## src/sdo_pkg.sv

```systemverilog
/*
  Shared constants, types and carriers of the SDO request handshake block.
  Assumes a single 250 MHz clock domain.
*/
package sdo_pkg;

  localparam int CLK_PERIOD_NS = 4;
  localparam int RESP_TIMEOUT_NS = 1000000;
  localparam int RESP_TIMEOUT_CYC = RESP_TIMEOUT_NS / CLK_PERIOD_NS;
  localparam int TMO_W = 20;

  localparam int NUM_SLAVES = 8;
  localparam int NUM_EV = 4;
  localparam int ADDR_W = 8;

  localparam logic [15:0] SLOT_MAX = 16'h000b;
  localparam logic [15:0] WCNT_MIN = 16'h0001;
  localparam logic [15:0] WCNT_MAX = 16'h0008;
  localparam logic [15:0] NODE_MIN = 16'h0001;
  localparam logic [15:0] NODE_MAX = 16'h007f;
  localparam logic [15:0] SVC_READ = 16'h0001;
  localparam logic [15:0] SVC_WRITE = 16'h0002;

  localparam logic [15:0] CODE_IDLE = 16'h0000;
  localparam logic [15:0] CODE_OK = 16'h0001;
  localparam logic [15:0] CODE_TIMEOUT = 16'h0003;
  localparam logic [15:0] CODE_BUSY = 16'h0007;
  localparam logic [15:0] CODE_REMOTE = 16'h000a;
  localparam logic [15:0] CODE_PARAM = 16'h000b;

  localparam logic [ADDR_W-1:0] REG_CTRL = 8'h00;
  localparam logic [ADDR_W-1:0] REG_CFG_MASK = 8'h04;
  localparam logic [ADDR_W-1:0] REG_STATE = 8'h08;
  localparam logic [ADDR_W-1:0] REG_IRQ_STATUS = 8'h0c;
  localparam logic [ADDR_W-1:0] REG_IRQ_ENABLE = 8'h10;
  localparam logic [ADDR_W-1:0] REG_IRQ_CLEAR = 8'h14;
  localparam logic [ADDR_W-1:0] REG_LAST_CODE = 8'h18;

  localparam int CTRL_MANDATORY_BIT = 0;
  localparam int CTRL_START_BIT = 1;
  localparam int EV_DONE = 0;
  localparam int EV_ERROR = 1;
  localparam int EV_ABORT = 2;
  localparam int EV_DENIED = 3;

  localparam logic [1:0] CTRL_RST = 2'h0;
  localparam logic [NUM_SLAVES-1:0] CFG_MASK_RST = 8'h00;
  localparam logic [NUM_EV-1:0] IRQ_EN_RST = 4'h0;

  typedef enum logic [2:0] {
    ST_IDLE = 3'b001,
    ST_WAIT = 3'b010,
    ST_HOLD = 3'b100
  } hs_state_t;

  typedef struct packed {
    logic [15:0] slot;
    logic [15:0] node;
    logic [15:0] service;
    logic [15:0] index;
    logic [15:0] subindex;
    logic [15:0] wcount;
    logic [1:0][31:0] payload;
  } sdo_req_t;

  typedef struct packed {
    logic fail;
    logic [15:0] abort_reason;
    logic [15:0] rcount;
    logic [1:0][31:0] payload;
  } sdo_resp_t;

  typedef struct packed {
    logic [15:0] fail_code;
    logic [15:0] abort_reason;
    logic [15:0] read_byte_count;
    logic [1:0][31:0] read_payload;
  } sdo_result_t;

endpackage

```

## src/net_cfg_check.sv

```systemverilog
/*
  Start-up check of the network configuration and process-data enables.
  Assumes slave status vectors come from link logic on the same clock.
*/
`timescale 1ns/10ps
module net_cfg_check (
  input wire logic clk_i,
  input wire logic sys_rst_i,
  input wire logic ce_i,
  input wire logic mandatory_i,
  input wire logic start_i,
  input wire logic [sdo_pkg::NUM_SLAVES-1:0] cfg_mask_i,
  input wire logic [sdo_pkg::NUM_SLAVES-1:0] online_i,
  input wire logic [sdo_pkg::NUM_SLAVES-1:0] cfg_ok_i,
  output logic run_o,
  output logic denied_o,
  output logic [sdo_pkg::NUM_SLAVES-1:0] exchange_o
);
  logic run_q, run_d;
  logic passed_q, passed_d;
  logic denied_q, denied_d;
  logic [sdo_pkg::NUM_SLAVES-1:0] good;
  logic all_good;
  logic [sdo_pkg::NUM_SLAVES-1:0] exch_q, exch_d;

  assign good = cfg_mask_i & online_i & cfg_ok_i;
  assign all_good = (good == cfg_mask_i);

  always_comb begin
    run_d = run_q;
    passed_d = passed_q;
    denied_d = 1'b0;
    if (!start_i) begin
      run_d = 1'b0;
    end else if (!run_q) begin
      if (mandatory_i && !passed_q && !all_good) begin
        denied_d = !denied_q;
      end else begin
        run_d = 1'b1;
        passed_d = 1'b1;
      end
    end
    exch_d = run_d ? good : '0;
  end

  always_ff @(posedge clk_i) begin
    if (sys_rst_i) begin
      run_q <= 1'b0;
      passed_q <= 1'b0;
      denied_q <= 1'b0;
      exch_q <= '0;
    end else if (ce_i) begin
      run_q <= run_d;
      passed_q <= passed_d;
      denied_q <= denied_d;
      exch_q <= exch_d;
    end
  end

  assign run_o = run_q;
  assign denied_o = denied_q;
  // Registered so the mask toward the process-data side is a clean flop output
  assign exchange_o = exch_q;

  a_mandatory_gate: assert property (@(posedge clk_i iff ce_i) disable iff (sys_rst_i)
    mandatory_i && !passed_q && !all_good |=> !run_q)
    else $error("run started with a slave missing");
endmodule

```

## src/irq_block.sv

```systemverilog
/*
  Sticky event status, enable mask and write-one-to-clear, one level interrupt.
  Assumes event pulses and the clear strobe are on the same clock.
*/
`timescale 1ns/10ps
module irq_block (
  input wire logic clk_i,
  input wire logic sys_rst_i,
  input wire logic ce_i,
  input wire logic [sdo_pkg::NUM_EV-1:0] event_i,
  input wire logic en_wr_i,
  input wire logic clr_wr_i,
  input wire logic [sdo_pkg::NUM_EV-1:0] wdata_i,
  output logic [sdo_pkg::NUM_EV-1:0] status_o,
  output logic [sdo_pkg::NUM_EV-1:0] enable_o,
  output logic irq_o
);
  logic [sdo_pkg::NUM_EV-1:0] status_q, status_d;
  logic [sdo_pkg::NUM_EV-1:0] enable_q, enable_d;

  always_comb begin
    enable_d = en_wr_i ? wdata_i : enable_q;
    // A set in the clearing cycle wins so no event is lost
    status_d = (status_q & ~(clr_wr_i ? wdata_i : '0)) | event_i;
  end

  always_ff @(posedge clk_i) begin
    if (sys_rst_i) begin
      status_q <= '0;
      enable_q <= sdo_pkg::IRQ_EN_RST;
    end else if (ce_i) begin
      status_q <= status_d;
      enable_q <= enable_d;
    end
  end

  assign status_o = status_q;
  assign enable_o = enable_q;
  assign irq_o = |(status_q & enable_q);
endmodule

```

## src/sdo_request_block.sv

```systemverilog
/*
  SDO request handshake: execute edge, parameter capture, forwarding to the
  target node, result outputs, configuration check and a small register port.
  Assumes the controller program, the node link and software all run on clk_i.
*/
// The implementer's own choices: strobed register access and the register offsets.
`timescale 1ns/10ps

module sdo_request_block #(
  parameter int unsigned RESP_TIMEOUT_CYC = sdo_pkg::RESP_TIMEOUT_CYC
) (
  input wire logic clk_i,
  input wire logic sys_rst_i,
  input wire logic ce_i,
  input wire logic execute_i,
  input wire sdo_pkg::sdo_req_t req_i,
  input wire logic abort_cmd_i,
  output logic done_o,
  output logic busy_o,
  output logic aborted_o,
  output logic error_o,
  output sdo_pkg::sdo_result_t result_o,
  output logic node_req_valid_o,
  input wire logic node_req_ready_i,
  output sdo_pkg::sdo_req_t node_req_o,
  input wire logic node_resp_valid_i,
  input wire sdo_pkg::sdo_resp_t node_resp_i,
  input wire logic [sdo_pkg::NUM_SLAVES-1:0] slave_online_i,
  input wire logic [sdo_pkg::NUM_SLAVES-1:0] slave_cfg_ok_i,
  output logic master_run_o,
  output logic [sdo_pkg::NUM_SLAVES-1:0] pdo_exchange_o,
  input wire logic [sdo_pkg::ADDR_W-1:0] reg_addr_i,
  input wire logic [31:0] reg_wdata_i,
  input wire logic reg_wr_i,
  input wire logic reg_rd_i,
  output logic [31:0] reg_rdata_o,
  output logic irq_o
);
  sdo_pkg::hs_state_t state_q, state_d;
  sdo_pkg::sdo_req_t req_q, req_d;
  sdo_pkg::sdo_result_t res_q, res_d;
  logic exec_prev_q;
  logic rise;
  logic done_q, done_d;
  logic error_q, error_d;
  logic abort_q, abort_d;
  logic sent_q, sent_d;
  logic [sdo_pkg::TMO_W-1:0] tmo_q, tmo_d;
  logic [1:0] ctrl_q, ctrl_d;
  logic [sdo_pkg::NUM_SLAVES-1:0] mask_q, mask_d;
  logic [31:0] rdata_q, rdata_d;
  logic [sdo_pkg::NUM_EV-1:0] ev;
  logic [sdo_pkg::NUM_EV-1:0] irq_status;
  logic [sdo_pkg::NUM_EV-1:0] irq_enable;
  logic denied;
  logic req_bad;

  // Parameters out of range are refused with the parameter code
  function automatic logic param_bad(input sdo_pkg::sdo_req_t r);
    logic bad;
    bad = 1'b0;
    if (r.slot > sdo_pkg::SLOT_MAX) begin
      bad = 1'b1;
    end
    if (r.node < sdo_pkg::NODE_MIN || r.node > sdo_pkg::NODE_MAX) begin
      bad = 1'b1;
    end
    if (r.service != sdo_pkg::SVC_READ && r.service != sdo_pkg::SVC_WRITE) begin
      bad = 1'b1;
    end
    if (r.service == sdo_pkg::SVC_WRITE &&
        (r.wcount < sdo_pkg::WCNT_MIN || r.wcount > sdo_pkg::WCNT_MAX)) begin
      bad = 1'b1;
    end
    return bad;
  endfunction

  assign rise = execute_i && !exec_prev_q;
  assign req_bad = param_bad(req_q);

  always_comb begin
    state_d = state_q;
    req_d = req_q;
    res_d = res_q;
    done_d = done_q;
    error_d = error_q;
    abort_d = abort_q;
    sent_d = sent_q;
    tmo_d = tmo_q;
    unique case (state_q)
      sdo_pkg::ST_IDLE: begin
        if (rise) begin
          req_d = req_i;
          sent_d = 1'b0;
          tmo_d = '0;
          state_d = sdo_pkg::ST_WAIT;
        end
      end
      sdo_pkg::ST_WAIT: begin
        tmo_d = tmo_q + 1'b1;
        if (req_bad) begin
          error_d = 1'b1;
          res_d.fail_code = sdo_pkg::CODE_PARAM;
          res_d.abort_reason = '0;
          state_d = sdo_pkg::ST_HOLD;
        end else if (abort_cmd_i) begin
          abort_d = 1'b1;
          state_d = sdo_pkg::ST_HOLD;
        end else if (!master_run_o) begin
          error_d = 1'b1;
          res_d.fail_code = sdo_pkg::CODE_BUSY;
          res_d.abort_reason = '0;
          state_d = sdo_pkg::ST_HOLD;
        end else if (sent_q && node_resp_valid_i) begin
          state_d = sdo_pkg::ST_HOLD;
          res_d.abort_reason = node_resp_i.abort_reason;
          if (node_resp_i.fail) begin
            error_d = 1'b1;
            res_d.fail_code = sdo_pkg::CODE_REMOTE;
          end else begin
            done_d = 1'b1;
            res_d.fail_code = sdo_pkg::CODE_OK;
            res_d.read_byte_count = node_resp_i.rcount;
            res_d.read_payload = node_resp_i.payload;
          end
        end else if (tmo_q == sdo_pkg::TMO_W'(RESP_TIMEOUT_CYC - 1)) begin
          error_d = 1'b1;
          res_d.fail_code = sdo_pkg::CODE_TIMEOUT;
          res_d.abort_reason = '0;
          state_d = sdo_pkg::ST_HOLD;
        end else if (node_req_valid_o && node_req_ready_i) begin
          sent_d = 1'b1;
        end
      end
      sdo_pkg::ST_HOLD: begin
        if (!execute_i) begin
          done_d = 1'b0;
          error_d = 1'b0;
          abort_d = 1'b0;
          state_d = sdo_pkg::ST_IDLE;
        end
      end
      default: begin
        done_d = 1'b0;
        error_d = 1'b0;
        abort_d = 1'b0;
        state_d = sdo_pkg::ST_IDLE;
      end
    endcase
  end

  always_ff @(posedge clk_i) begin
    if (sys_rst_i) begin
      state_q <= sdo_pkg::ST_IDLE;
      req_q <= '0;
      res_q <= '0;
      done_q <= 1'b0;
      error_q <= 1'b0;
      abort_q <= 1'b0;
      sent_q <= 1'b0;
      tmo_q <= '0;
      exec_prev_q <= 1'b0;
    end else if (ce_i) begin
      state_q <= state_d;
      req_q <= req_d;
      res_q <= res_d;
      done_q <= done_d;
      error_q <= error_d;
      abort_q <= abort_d;
      sent_q <= sent_d;
      tmo_q <= tmo_d;
      exec_prev_q <= execute_i;
    end
  end

  assign done_o = done_q;
  assign error_o = error_q;
  assign aborted_o = abort_q;
  // Busy spans the wait state only
  assign busy_o = (state_q == sdo_pkg::ST_WAIT);
  assign result_o = res_q;
  assign node_req_o = req_q;
  assign node_req_valid_o = busy_o && !sent_q && !req_bad && master_run_o && !abort_cmd_i;

  net_cfg_check u_cfg (
    .clk_i(clk_i),
    .sys_rst_i(sys_rst_i),
    .ce_i(ce_i),
    .mandatory_i(ctrl_q[sdo_pkg::CTRL_MANDATORY_BIT]),
    .start_i(ctrl_q[sdo_pkg::CTRL_START_BIT]),
    .cfg_mask_i(mask_q),
    .online_i(slave_online_i),
    .cfg_ok_i(slave_cfg_ok_i),
    .run_o(master_run_o),
    .denied_o(denied),
    .exchange_o(pdo_exchange_o)
  );

  assign ev = {denied, abort_d && !abort_q, error_d && !error_q, done_d && !done_q};

  irq_block u_irq (
    .clk_i(clk_i),
    .sys_rst_i(sys_rst_i),
    .ce_i(ce_i),
    .event_i(ev),
    .en_wr_i(reg_wr_i && reg_addr_i == sdo_pkg::REG_IRQ_ENABLE),
    .clr_wr_i(reg_wr_i && reg_addr_i == sdo_pkg::REG_IRQ_CLEAR),
    .wdata_i(reg_wdata_i[sdo_pkg::NUM_EV-1:0]),
    .status_o(irq_status),
    .enable_o(irq_enable),
    .irq_o(irq_o)
  );

  // Register port: writes land at once, reads answer one cycle later
  always_comb begin
    ctrl_d = ctrl_q;
    mask_d = mask_q;
    rdata_d = '0;
    if (reg_wr_i) begin
      if (reg_addr_i == sdo_pkg::REG_CTRL) begin
        ctrl_d = reg_wdata_i[1:0];
      end
      if (reg_addr_i == sdo_pkg::REG_CFG_MASK) begin
        mask_d = reg_wdata_i[sdo_pkg::NUM_SLAVES-1:0];
      end
    end
    if (reg_rd_i) begin
      unique case (reg_addr_i)
        sdo_pkg::REG_CTRL: rdata_d = {30'h0, ctrl_q};
        sdo_pkg::REG_CFG_MASK: rdata_d = {24'h0, mask_q};
        sdo_pkg::REG_STATE: rdata_d = {16'h0, pdo_exchange_o, 3'h0, master_run_o, busy_o, state_q};
        sdo_pkg::REG_IRQ_STATUS: rdata_d = {28'h0, irq_status};
        sdo_pkg::REG_IRQ_ENABLE: rdata_d = {28'h0, irq_enable};
        sdo_pkg::REG_LAST_CODE: rdata_d = {res_q.abort_reason, res_q.fail_code};
        default: rdata_d = '0;
      endcase
    end
  end

  always_ff @(posedge clk_i) begin
    if (sys_rst_i) begin
      ctrl_q <= sdo_pkg::CTRL_RST;
      mask_q <= sdo_pkg::CFG_MASK_RST;
      rdata_q <= '0;
    end else if (ce_i) begin
      ctrl_q <= ctrl_d;
      mask_q <= mask_d;
      rdata_q <= rdata_d;
    end
  end

  assign reg_rdata_o = rdata_q;

  // Checks are sampled only on enabled edges since ce low freezes state
  a_busy_on_launch: assert property (@(posedge clk_i iff ce_i) disable iff (sys_rst_i)
    rise && state_q == sdo_pkg::ST_IDLE |=> busy_o)
    else $error("busy did not rise on launch");

  a_busy_result_drop: assert property (@(posedge clk_i iff ce_i) disable iff (sys_rst_i)
    $rose(done_o) || $rose(error_o) || $rose(aborted_o) |-> !busy_o && $past(busy_o))
    else $error("busy not dropped with result");

  a_single_result: assert property (@(posedge clk_i iff ce_i) disable iff (sys_rst_i)
    $onehot0({done_o, error_o, aborted_o}))
    else $error("more than one result flag");

  a_ignore_while_busy: assert property (@(posedge clk_i iff ce_i) disable iff (sys_rst_i)
    busy_o && $past(busy_o) |-> $stable(node_req_o))
    else $error("request changed while busy");

  a_done_clear: assert property (@(posedge clk_i iff ce_i) disable iff (sys_rst_i)
    done_o && !execute_i |=> !done_o)
    else $error("done stayed after execute low");

  a_abort_clear: assert property (@(posedge clk_i iff ce_i) disable iff (sys_rst_i)
    aborted_o && !execute_i |=> !aborted_o)
    else $error("aborted stayed after execute low");

  a_error_hold: assert property (@(posedge clk_i iff ce_i) disable iff (sys_rst_i)
    error_o && execute_i |=> error_o || !execute_i)
    else $error("error dropped with execute high");

  a_done_codes: assert property (@(posedge clk_i iff ce_i) disable iff (sys_rst_i)
    $rose(done_o) |-> result_o.fail_code == sdo_pkg::CODE_OK)
    else $error("fail code not updated on done");

  a_read_data: assert property (@(posedge clk_i iff ce_i) disable iff (sys_rst_i)
    busy_o && sent_q && node_resp_valid_i && !node_resp_i.fail && !abort_cmd_i && master_run_o && !req_bad
    |=> done_o && result_o.read_byte_count == $past(node_resp_i.rcount))
    else $error("read count not returned on done");

  a_bad_slot: assert property (@(posedge clk_i iff ce_i) disable iff (sys_rst_i)
    rise && state_q == sdo_pkg::ST_IDLE && req_i.slot > sdo_pkg::SLOT_MAX
    |=> ##1 error_o && result_o.fail_code == sdo_pkg::CODE_PARAM)
    else $error("bad slot not refused");

  a_bad_wcount: assert property (@(posedge clk_i iff ce_i) disable iff (sys_rst_i)
    rise && state_q == sdo_pkg::ST_IDLE && req_i.service == sdo_pkg::SVC_WRITE && req_i.wcount > sdo_pkg::WCNT_MAX
    |=> ##1 error_o)
    else $error("bad write count not refused");

  a_forward_once: assert property (@(posedge clk_i iff ce_i) disable iff (sys_rst_i)
    node_req_valid_o && node_req_ready_i |=> !node_req_valid_o)
    else $error("request forwarded twice");

  a_error_clear: assert property (@(posedge clk_i iff ce_i) disable iff (sys_rst_i)
    error_o && !execute_i |=> !error_o)
    else $error("error stayed after execute low");

  a_done_hold: assert property (@(posedge clk_i iff ce_i) disable iff (sys_rst_i)
    done_o && execute_i |=> done_o)
    else $error("done dropped with execute high");

  a_abort_on_cmd: assert property (@(posedge clk_i iff ce_i) disable iff (sys_rst_i)
    busy_o && !req_bad && abort_cmd_i |=> aborted_o && !busy_o)
    else $error("abort command not honoured");
endmodule

```

## config.mk

```make
export PLATFORM = sky130hd
export DESIGN_NAME = sdo_request_block
export DESIGN_NICKNAME = d
export VERILOG_FILES = /design/src/sdo_pkg.sv /design/src/net_cfg_check.sv /design/src/irq_block.sv /design/src/sdo_request_block.sv
export SDC_FILE = /design/constraint.sdc
export NUM_CORES = 1
export LEC_CHECK = 0
export ABC_CLOCK_PERIOD_IN_PS = 3000
export BUFFER_PORTS_ARGS = -buffer_cell sky130_fd_sc_hd__buf_4
export CORE_AREA = 2 2 247 249
export DETAILED_ROUTE_END_ITERATION = 16
export DIE_AREA = 0 0 249 251
export PLACE_DENSITY = 0.42
export SLEW_MARGIN = 20
export SYNTH_ARGS = -nofsm -noshare
export SYNTH_HDL_FRONTEND = slang
export SYNTH_SLANG_ARGS = --single-unit
```

## constraint.sdc

```tcl
create_clock -name clk_i -period 3 [get_ports clk_i]
set_clock_uncertainty 0.2 [all_clocks]
set_input_delay 0.6 -clock clk_i [delete_from_list [all_inputs] [get_ports clk_i]]
set_output_delay 0.6 -clock clk_i [all_outputs]
set_load 0.005 [all_outputs]
```

==> run_results.csv, run 1 <==
group,metric,value,unit
status,status,"complete, but fails checks",
status,violations,"setup timing",
synthesis,dominantRegCellSynth,"dfxtp_1",
sta,final-setup-viol-count,1,
layout,drive_gt1_share,39.5,%
sta,layout_setup_ws,-0.128,ns
sta,fin_setup_tns,-0.128,ns
routing,antenna_left,0,
clocking,htree_num_levels,2,
global_routing,grt_pass1_vias,12700,
routing,highest_layer,"met5",
floorplan,die_h,251,µm
layout,syn_to_final_growth,50.3,%
critical_path,critical_path.cell_chain,"nor4_4, buf_4, nand4_1, buf_6, nor4_4, and2_4, and4b_1, buf_6",
routing,routed_via_density,4.45,
routing,drc,0,
job,cap_violations,0,
floorplan,coreArea,0.0598,mm²
sta,worst_pin_slew,0.784,ns
sta,finalCritPeriodShare,104,%
power_and_ir_drop,leakage,0.00836,µW
hold_path,holdCritPathClass,"in -> reg",
routing,routed_wl,56300,µm
critical_path,path_class,"reg -> out",
sta,period_minus_slack,3.13,ns
synthesis,synth.area.mux_share,1.25,%
critical_path,cp_data_required_time,2.20,ns
routing,dr.first_iter.drc_count,661,
synthesis,synth_compound_area_share,18.6,%
power_and_ir_drop,power.density,542,mW/mm²
routing,first_pass_iters,5,
power_and_ir_drop,vdd_drop_max,330,µV
place,pre_cts_ws,0.148,ns
clocking,cts.sinks,349,
synthesis,async_reset_ff_share,0,%
clocking,clk_pin_slew,0.06,ns
routing,wl_per_cell,18.7,µm
global_routing,grt_max_degree,154,
sta,drv_slew,0,
floorplan,rows,90,
critical_path,cp-end-kind,"output port",
synthesis,syn_area,0.0137,mm²
critical_path,crit_fanout,3,
synthesis,synth_top_family_by_area,"simple AND/OR/NAND/NOR gates",
sta,hold_violations,0,
clocking,cts_buffer_depth,3,
global_routing,grt_pass1_wl,82500,µm
synthesis,synth_warnings,0,
routing,dr_wl_met2,27900,µm
clocking,cts_tree,"done",
floorplan,fp.dieW,249,µm
place,io_buffers,604,
floorplan,start_util,22.9,%
routing,vias,13400,
global_routing,grt_antenna_before_repair,3,
critical_path,arrival,2.33,ns
sta,slew_headroom,47.8,%
synthesis,synth_edf_count,0,
layout,final_common_cell,"buf_4",
layout,fill_cells,6341,
layout,final-instance-count-excl-fill,3008,
layout,layout_common_cells,"buf_4 (634), nand2_1 (475), dfxtp_1 (347)",
synthesis,synth-seq-cells,349,
global_routing,grt_usage,17.1,%
sta,max_freq,320,MHz
synthesis,synthAdderAreaFrac,0.0913,%
sta,rsz0062_at_grt,"true",
place,gp_congestion,0.809,
global_routing,globalRoute.totalOverflow,0,
place,placedCellCount,2925,
synthesis,syn-instance-count,1610,
layout,utilization,34.5,%
routing,drt-met1-wl,22500,µm
critical_path,critPathLaunchType,"register",
critical_path,max_stage_delay,0.34,ns
critical_path,crit_slowest_cell,"dfxtp_2",
synthesis,syn_area_per_cell,8.51,µm²
synthesis,ys_types,80,
synthesis,yosysSeqAreaShare,51.0,%
floorplan,num_io_pins,641,
synthesis,synth_simple_gate_area_share,23.4,%
synthesis,synth_xor_area_share,0.319,%
place,dp_hpwl,41500,µm
clocking,clkLatencyLatePin,0.57,ns
layout,final_nets,2517,
routing,wl_met3,4130,µm
floorplan,dieArea,0.0625,mm²
clocking,cts-root-buf,"clkbuf_16",
clocking,numCtsBuffers,43,
stage by stage:
step                total power, µW  instance area (µm²)  hold slack, ns
floorplan                      5320                13700           0.239
CTS                           11400                20600         0.00171
finish                        11200                20600          0.0487
global route                  11700                20600          0.0203
global placement               6020                19100           0.239
detailed placement             6030                19100           0.247
layout make-up:
type                       instances  area [µm²]  area share [%]
antenna                            2        5.00          0.0243
sequential                       349        6990            33.9
multi-input combinational       1139        6120            29.7
inverter                           9        33.8           0.164
clock inverter                    16         185           0.899
timing repair buffer             652        5080            24.6
tap                              782         978            4.75
clock buffer                      59        1220            5.91
what timing repair did:
action | CTS | global route
setup endpoints to repair | 1 | 1
hold buffers | 2 | 0
cloned | 0 | 0
gates resized for setup | 10 | 5
buffers inserted | 4 | 0
pin swaps | 7 | 1
hold endpoints to repair | 2 | 0
kinds of logic (layout without fill, tap and decap cells):
kind of cell	after synthesis	after routing
other	1	14
AOI/OAI and AO/OA	384	384
xor gates and xnor gates	5	5
and+or+nand+nor	720	720
DFF	349	349
buffers and inverters	133	736
adders and majority gates	1	1
muxes	17	17
cell usage after synthesis (4+ instances only):
| library cell | instances | area, µm² |
|---|---|---|
| a21oi_1 | 183 | 916 |
| a21oi_2 | 79 | 692 |
| a22o_1 | 28 | 245 |
| a22oi_1 | 36 | 270 |
| a311oi_1 | 4 | 35.0 |
| and2_1 | 6 | 37.5 |
| and3_1 | 14 | 87.6 |
| buf_1 | 12 | 45.0 |
| buf_12 | 6 | 120 |
| buf_2 | 13 | 65.1 |
| buf_4 | 14 | 105 |
| buf_6 | 4 | 45.0 |
| clkbuf_1 | 72 | 270 |
| dfxtp_1 | 349 | 6990 |
| inv_1 | 8 | 30.0 |
| mux2i_1 | 16 | 160 |
| nand2_1 | 475 | 1780 |
| nand2_2 | 49 | 307 |
| nand2b_1 | 4 | 25.0 |
| nand3_1 | 18 | 90.1 |
| nand4_1 | 8 | 50.1 |
| nor2_1 | 75 | 282 |
| nor3_1 | 16 | 80.1 |
| nor3b_1 | 4 | 30.0 |
| nor4_1 | 12 | 75.1 |
| o21ai_0 | 20 | 100 |
| or4_1 | 5 | 37.5 |
| xor2_1 | 4 | 35.0 |
registers in the layout (all words and copies together), names as in the netlist, 2 cells and up:
register	count
ctrl_q	2
mask_q	8
node_req_o	160
reg_rdata_o	32
result_o	100
state_q	3
tmo_q	20
u_cfg.exchange_o	8
u_irq.enable_o	4
u_irq.status_o	4
path summary, 6_finish.rpt:
path / startpoint / end / slack (ns) / cells past startpoint
max: node_req_o[139] / node_req_valid_o / -0.13 / 8
min: node_resp_i[84] / result_o[84] / 0.05 / 2
max reg2reg: node_req_o[139] / result_o[92] / 0.37 / 10
min reg2reg: node_req_o[104] / node_req_o[104] / 0.25 / 2
layer usage:
metal | vias to the layer above | track usage, %
met2 | 378 | 29.6
li1 | 6587 | -
met1 | 6311 | 19.9
met4 | 2 | 6.08
met3 | 93 | 5.45
met5 | - | 0
power breakdown:
group	total (µW)	switching, µW	leakage [µW]	internal, µW
logic	1110	551	0.00486	559
clock network	5220	2120	0.000682	3100
registers	4830	79.4	0.00283	4750
total	11200	2750	0.00836	8410
worst max-delay path, delay by kind of cell, from the launching register on:
family / cells / cell delay (ns)
buffers and inverters: 3 / 0.42
AND/OR/NAND/NOR: 5 / 1.01
flip-flops: 1 / 0.34
Note: power is estimated with default switching activity, not from simulation.
==> run 2: changes to the inputs <==
ABC_CLOCK_PERIOD_IN_PS = 3800   (was 3000)
CELL_PAD_IN_SITES_DETAIL_PLACEMENT = 1   (was not set)
CELL_PAD_IN_SITES_GLOBAL_PLACEMENT = 2   (was not set)
CORE_AREA = 2 2 250 252   (was 2 2 247 249)
DIE_AREA = 0 0 252 254   (was 0 0 249 251)
PLACE_DENSITY = 0.68   (was 0.42)
SETUP_SLACK_MARGIN = 0.1   (was not set)
clock period = 3.8 ns   (was 3 ns; I/O delays follow)
==> run 2 against run 1 <==
  * The flow now finishes without violations
  * Clock power fell by 20%
  * Die area up 2.4%
  * Non-clock buffer count fell by 20
  * Worst setup slack gained 0.50 ns
  * Sequential power shrank 21%
  * Register-to-register slack better by 0.48 ns
  * Clock-buffer cell count is 1 lower
  * Highest routed layer unchanged
  * Final area decreased by 1.0%
  * Cell count shrank 0.23%
  * Worst hold slack better by 0.15 ns
  * Sequential share of layout area rose by 0.33 points
  * Largest cell class unchanged
  * Routed wire length grew 6.3%
==> run_results.csv, run 2 (synthesized netlist as in run 1, its figures left out) <==
group,metric,value,unit
global_routing,globalRoute.totalOverflow,0,
power_and_ir_drop,sw_frac_of_total,25.0,%
layout,syn_to_final_growth,48.8,%
global_routing,use_met2,31.5,%
sta,hold_ws,0.203,ns
routing,routed_via_density,4.52,
layout,layout_common_cells,"buf_4 (624), nand2_1 (475), dfxtp_1 (349)",
global_routing,grt_max_degree,147,
global_routing,grt_pass1_wl,87300,µm
clocking,clk_pin_slew,0.06,ns
global_routing,grt_pass1_vias,14000,
sta,max_freq,292,MHz
routing,dr.first_iter.drc_count,549,
critical_path,crit_slowest_cell,"nor4_2",
critical_path,crit_fanout,3,
routing,first_pass_iters,5,
global_routing,use_met3,5.38,%
critical_path,critical_path.cell_chain,"nor4_2, nand4_1, nor4_4, and2_1, and4b_1, buf_4",
sta,fin_setup_tns,0,ns
sta,drv_slew,0,
critical_path,path_class,"reg -> out",
layout,fin_area,0.0204,mm²
power_and_ir_drop,power.density,435,mW/mm²
clocking,htree_num_levels,2,
global_routing,grt_usage,17.8,%
job,cap_violations,0,
floorplan,start_util,22.4,%
clocking,cts-root-buf,"clkbuf_16",
place,gp_congestion,0.808,
hold_path,holdCritPathClass,"in -> reg",
sta,hold_violations,0,
power_and_ir_drop,netSwitchingPower,2210,µW
power_and_ir_drop,leakage,0.00826,µW
status,status,"complete, no violations",
layout,final_nets,2498,
power_and_ir_drop,comb_power_share,9.7,%
global_routing,busiest_layer,"met2",
floorplan,die_h,254,µm
clocking,cts.sinks,349,
routing,wl_per_cell,20.0,µm
clocking,cts_buffer_depth,3,
sta,finalCritPeriodShare,90.2,%
power_and_ir_drop,pwr-share-clk,47.2,%
sta,worst_pin_slew,0.993,ns
sta,final-setup-viol-count,0,
sta,rsz0062_at_grt,"false",
routing,antenna_left,0,
routing,drc,0,
clocking,numCtsBuffers,44,
routing,routed_wl,59900,µm
floorplan,rows,91,
global_routing,grt_antenna_before_repair,6,
critical_path,cp_data_required_time,2.84,ns
critical_path,critPathLaunchType,"register",
floorplan,num_io_pins,641,
sta,period_minus_slack,3.43,ns
power_and_ir_drop,vdd_drop_max,298,µV
power_and_ir_drop,total_power,8870,µW
sta,slew_headroom,33.8,%
power_and_ir_drop,pwr-share-seq,43.1,%
critical_path,worstReg2RegStart,"node_req_o[131]",
place,dp_hpwl,44500,µm
critical_path,critical_path.startpoint,"node_req_o[148]",
layout,largest_register_ff_count,160,
global_routing,grt_util_met1,20.1,%
routing,vias,13600,
critical_path,arrival,2.47,ns
layout,final_common_cell,"buf_4",
place,io_buffers,604,
layout,drive_gt1_share,39.1,%
clocking,clkLatencyLatePin,0.57,ns
floorplan,dieArea,0.0640,mm²
floorplan,fp.dieW,252,µm
hold_path,min_from,"node_resp_i[80]",
place,placedInstanceArea,0.0189,mm²
floorplan,coreArea,0.0613,mm²
power_and_ir_drop,intPower,6650,µW
clocking,cts_tree,"done",
critical_path,cp-end-kind,"output port",
critical_path,max_stage_delay,0.42,ns
run 2: changes by cell type in the layout (fill, tap and decap cells not counted), sizes merged:
cell         delta
buf            -18
clkbuf          -1
clkinv          +4
clkinvlp        -1
diode           +2
dlygate4sd3     -2
inv             +1
run 2: metal layers:
metal	wire length [µm]	share of wire [%]
met1	23300	39
met2	30200	51
met3	4160	6.9
met4	2130	3.6
met5	26	0.043
run 2: timing repair:
item | CTS | global route
resized for setup | 4 | 6
hold buffers | 0 | 0
pin swaps | 1 | 2
setup buffers | 1 | 2
endpoints found under the setup margin | 1 | 1
run 2: area by class of cell:
cell class	count	area, µm²
flip-flops and latches	349	6990
clock inverters	20	188
diodes	4	10.0
inverters	9	33.8
well taps	790	988
clock buffers	58	1230
repair buffers	632	4840
multi-input cells	1139	6120
fillers	7275	40900
run 2: metrics by stage:
| step | cells | setup slack [ns] | utilization [%] |
|---|---|---|---|
| 2_1_floorplan | 1621 | 1.13 | - |
| 5_1_grt | 3001 | 0.130 | 33.3 |
| 6_report | 3001 | 0.373 | 33.3 |
| 3_3_place_gp | 2916 | 0.557 | 30.8 |
| 4_1_cts | 2995 | 0.133 | 33.2 |
| 3_5_place_dp | 2916 | 0.440 | 30.8 |
run 2: critical path, delay by kind of cell (launching register included):
family	cells	cell delay [ns]
AND/OR/NAND/NOR	5	1.46
flip-flops	1	0.33
buffers and inverters	1	0.14
run 2: worst paths after layout:
kind | end | cells after the start | slack (ns)
max | node_req_valid_o | 6 | 0.37
min | result_o[80] | 2 | 0.20
max reg2reg | result_o[72] | 8 | 0.85
min reg2reg | node_req_o[24] | 2 | 0.26
run 2: power by group through the flow:
stage                     Clock, µW  Sequential, µW  Combinational [µW]
final                          4190            3820                 861
after floorplan                   0            3880                 315
after CTS                      4340            3820                 871
after global placement            0            3890                 850
after detailed placement          0            3890                 862
after global routing           4470            3830                 944
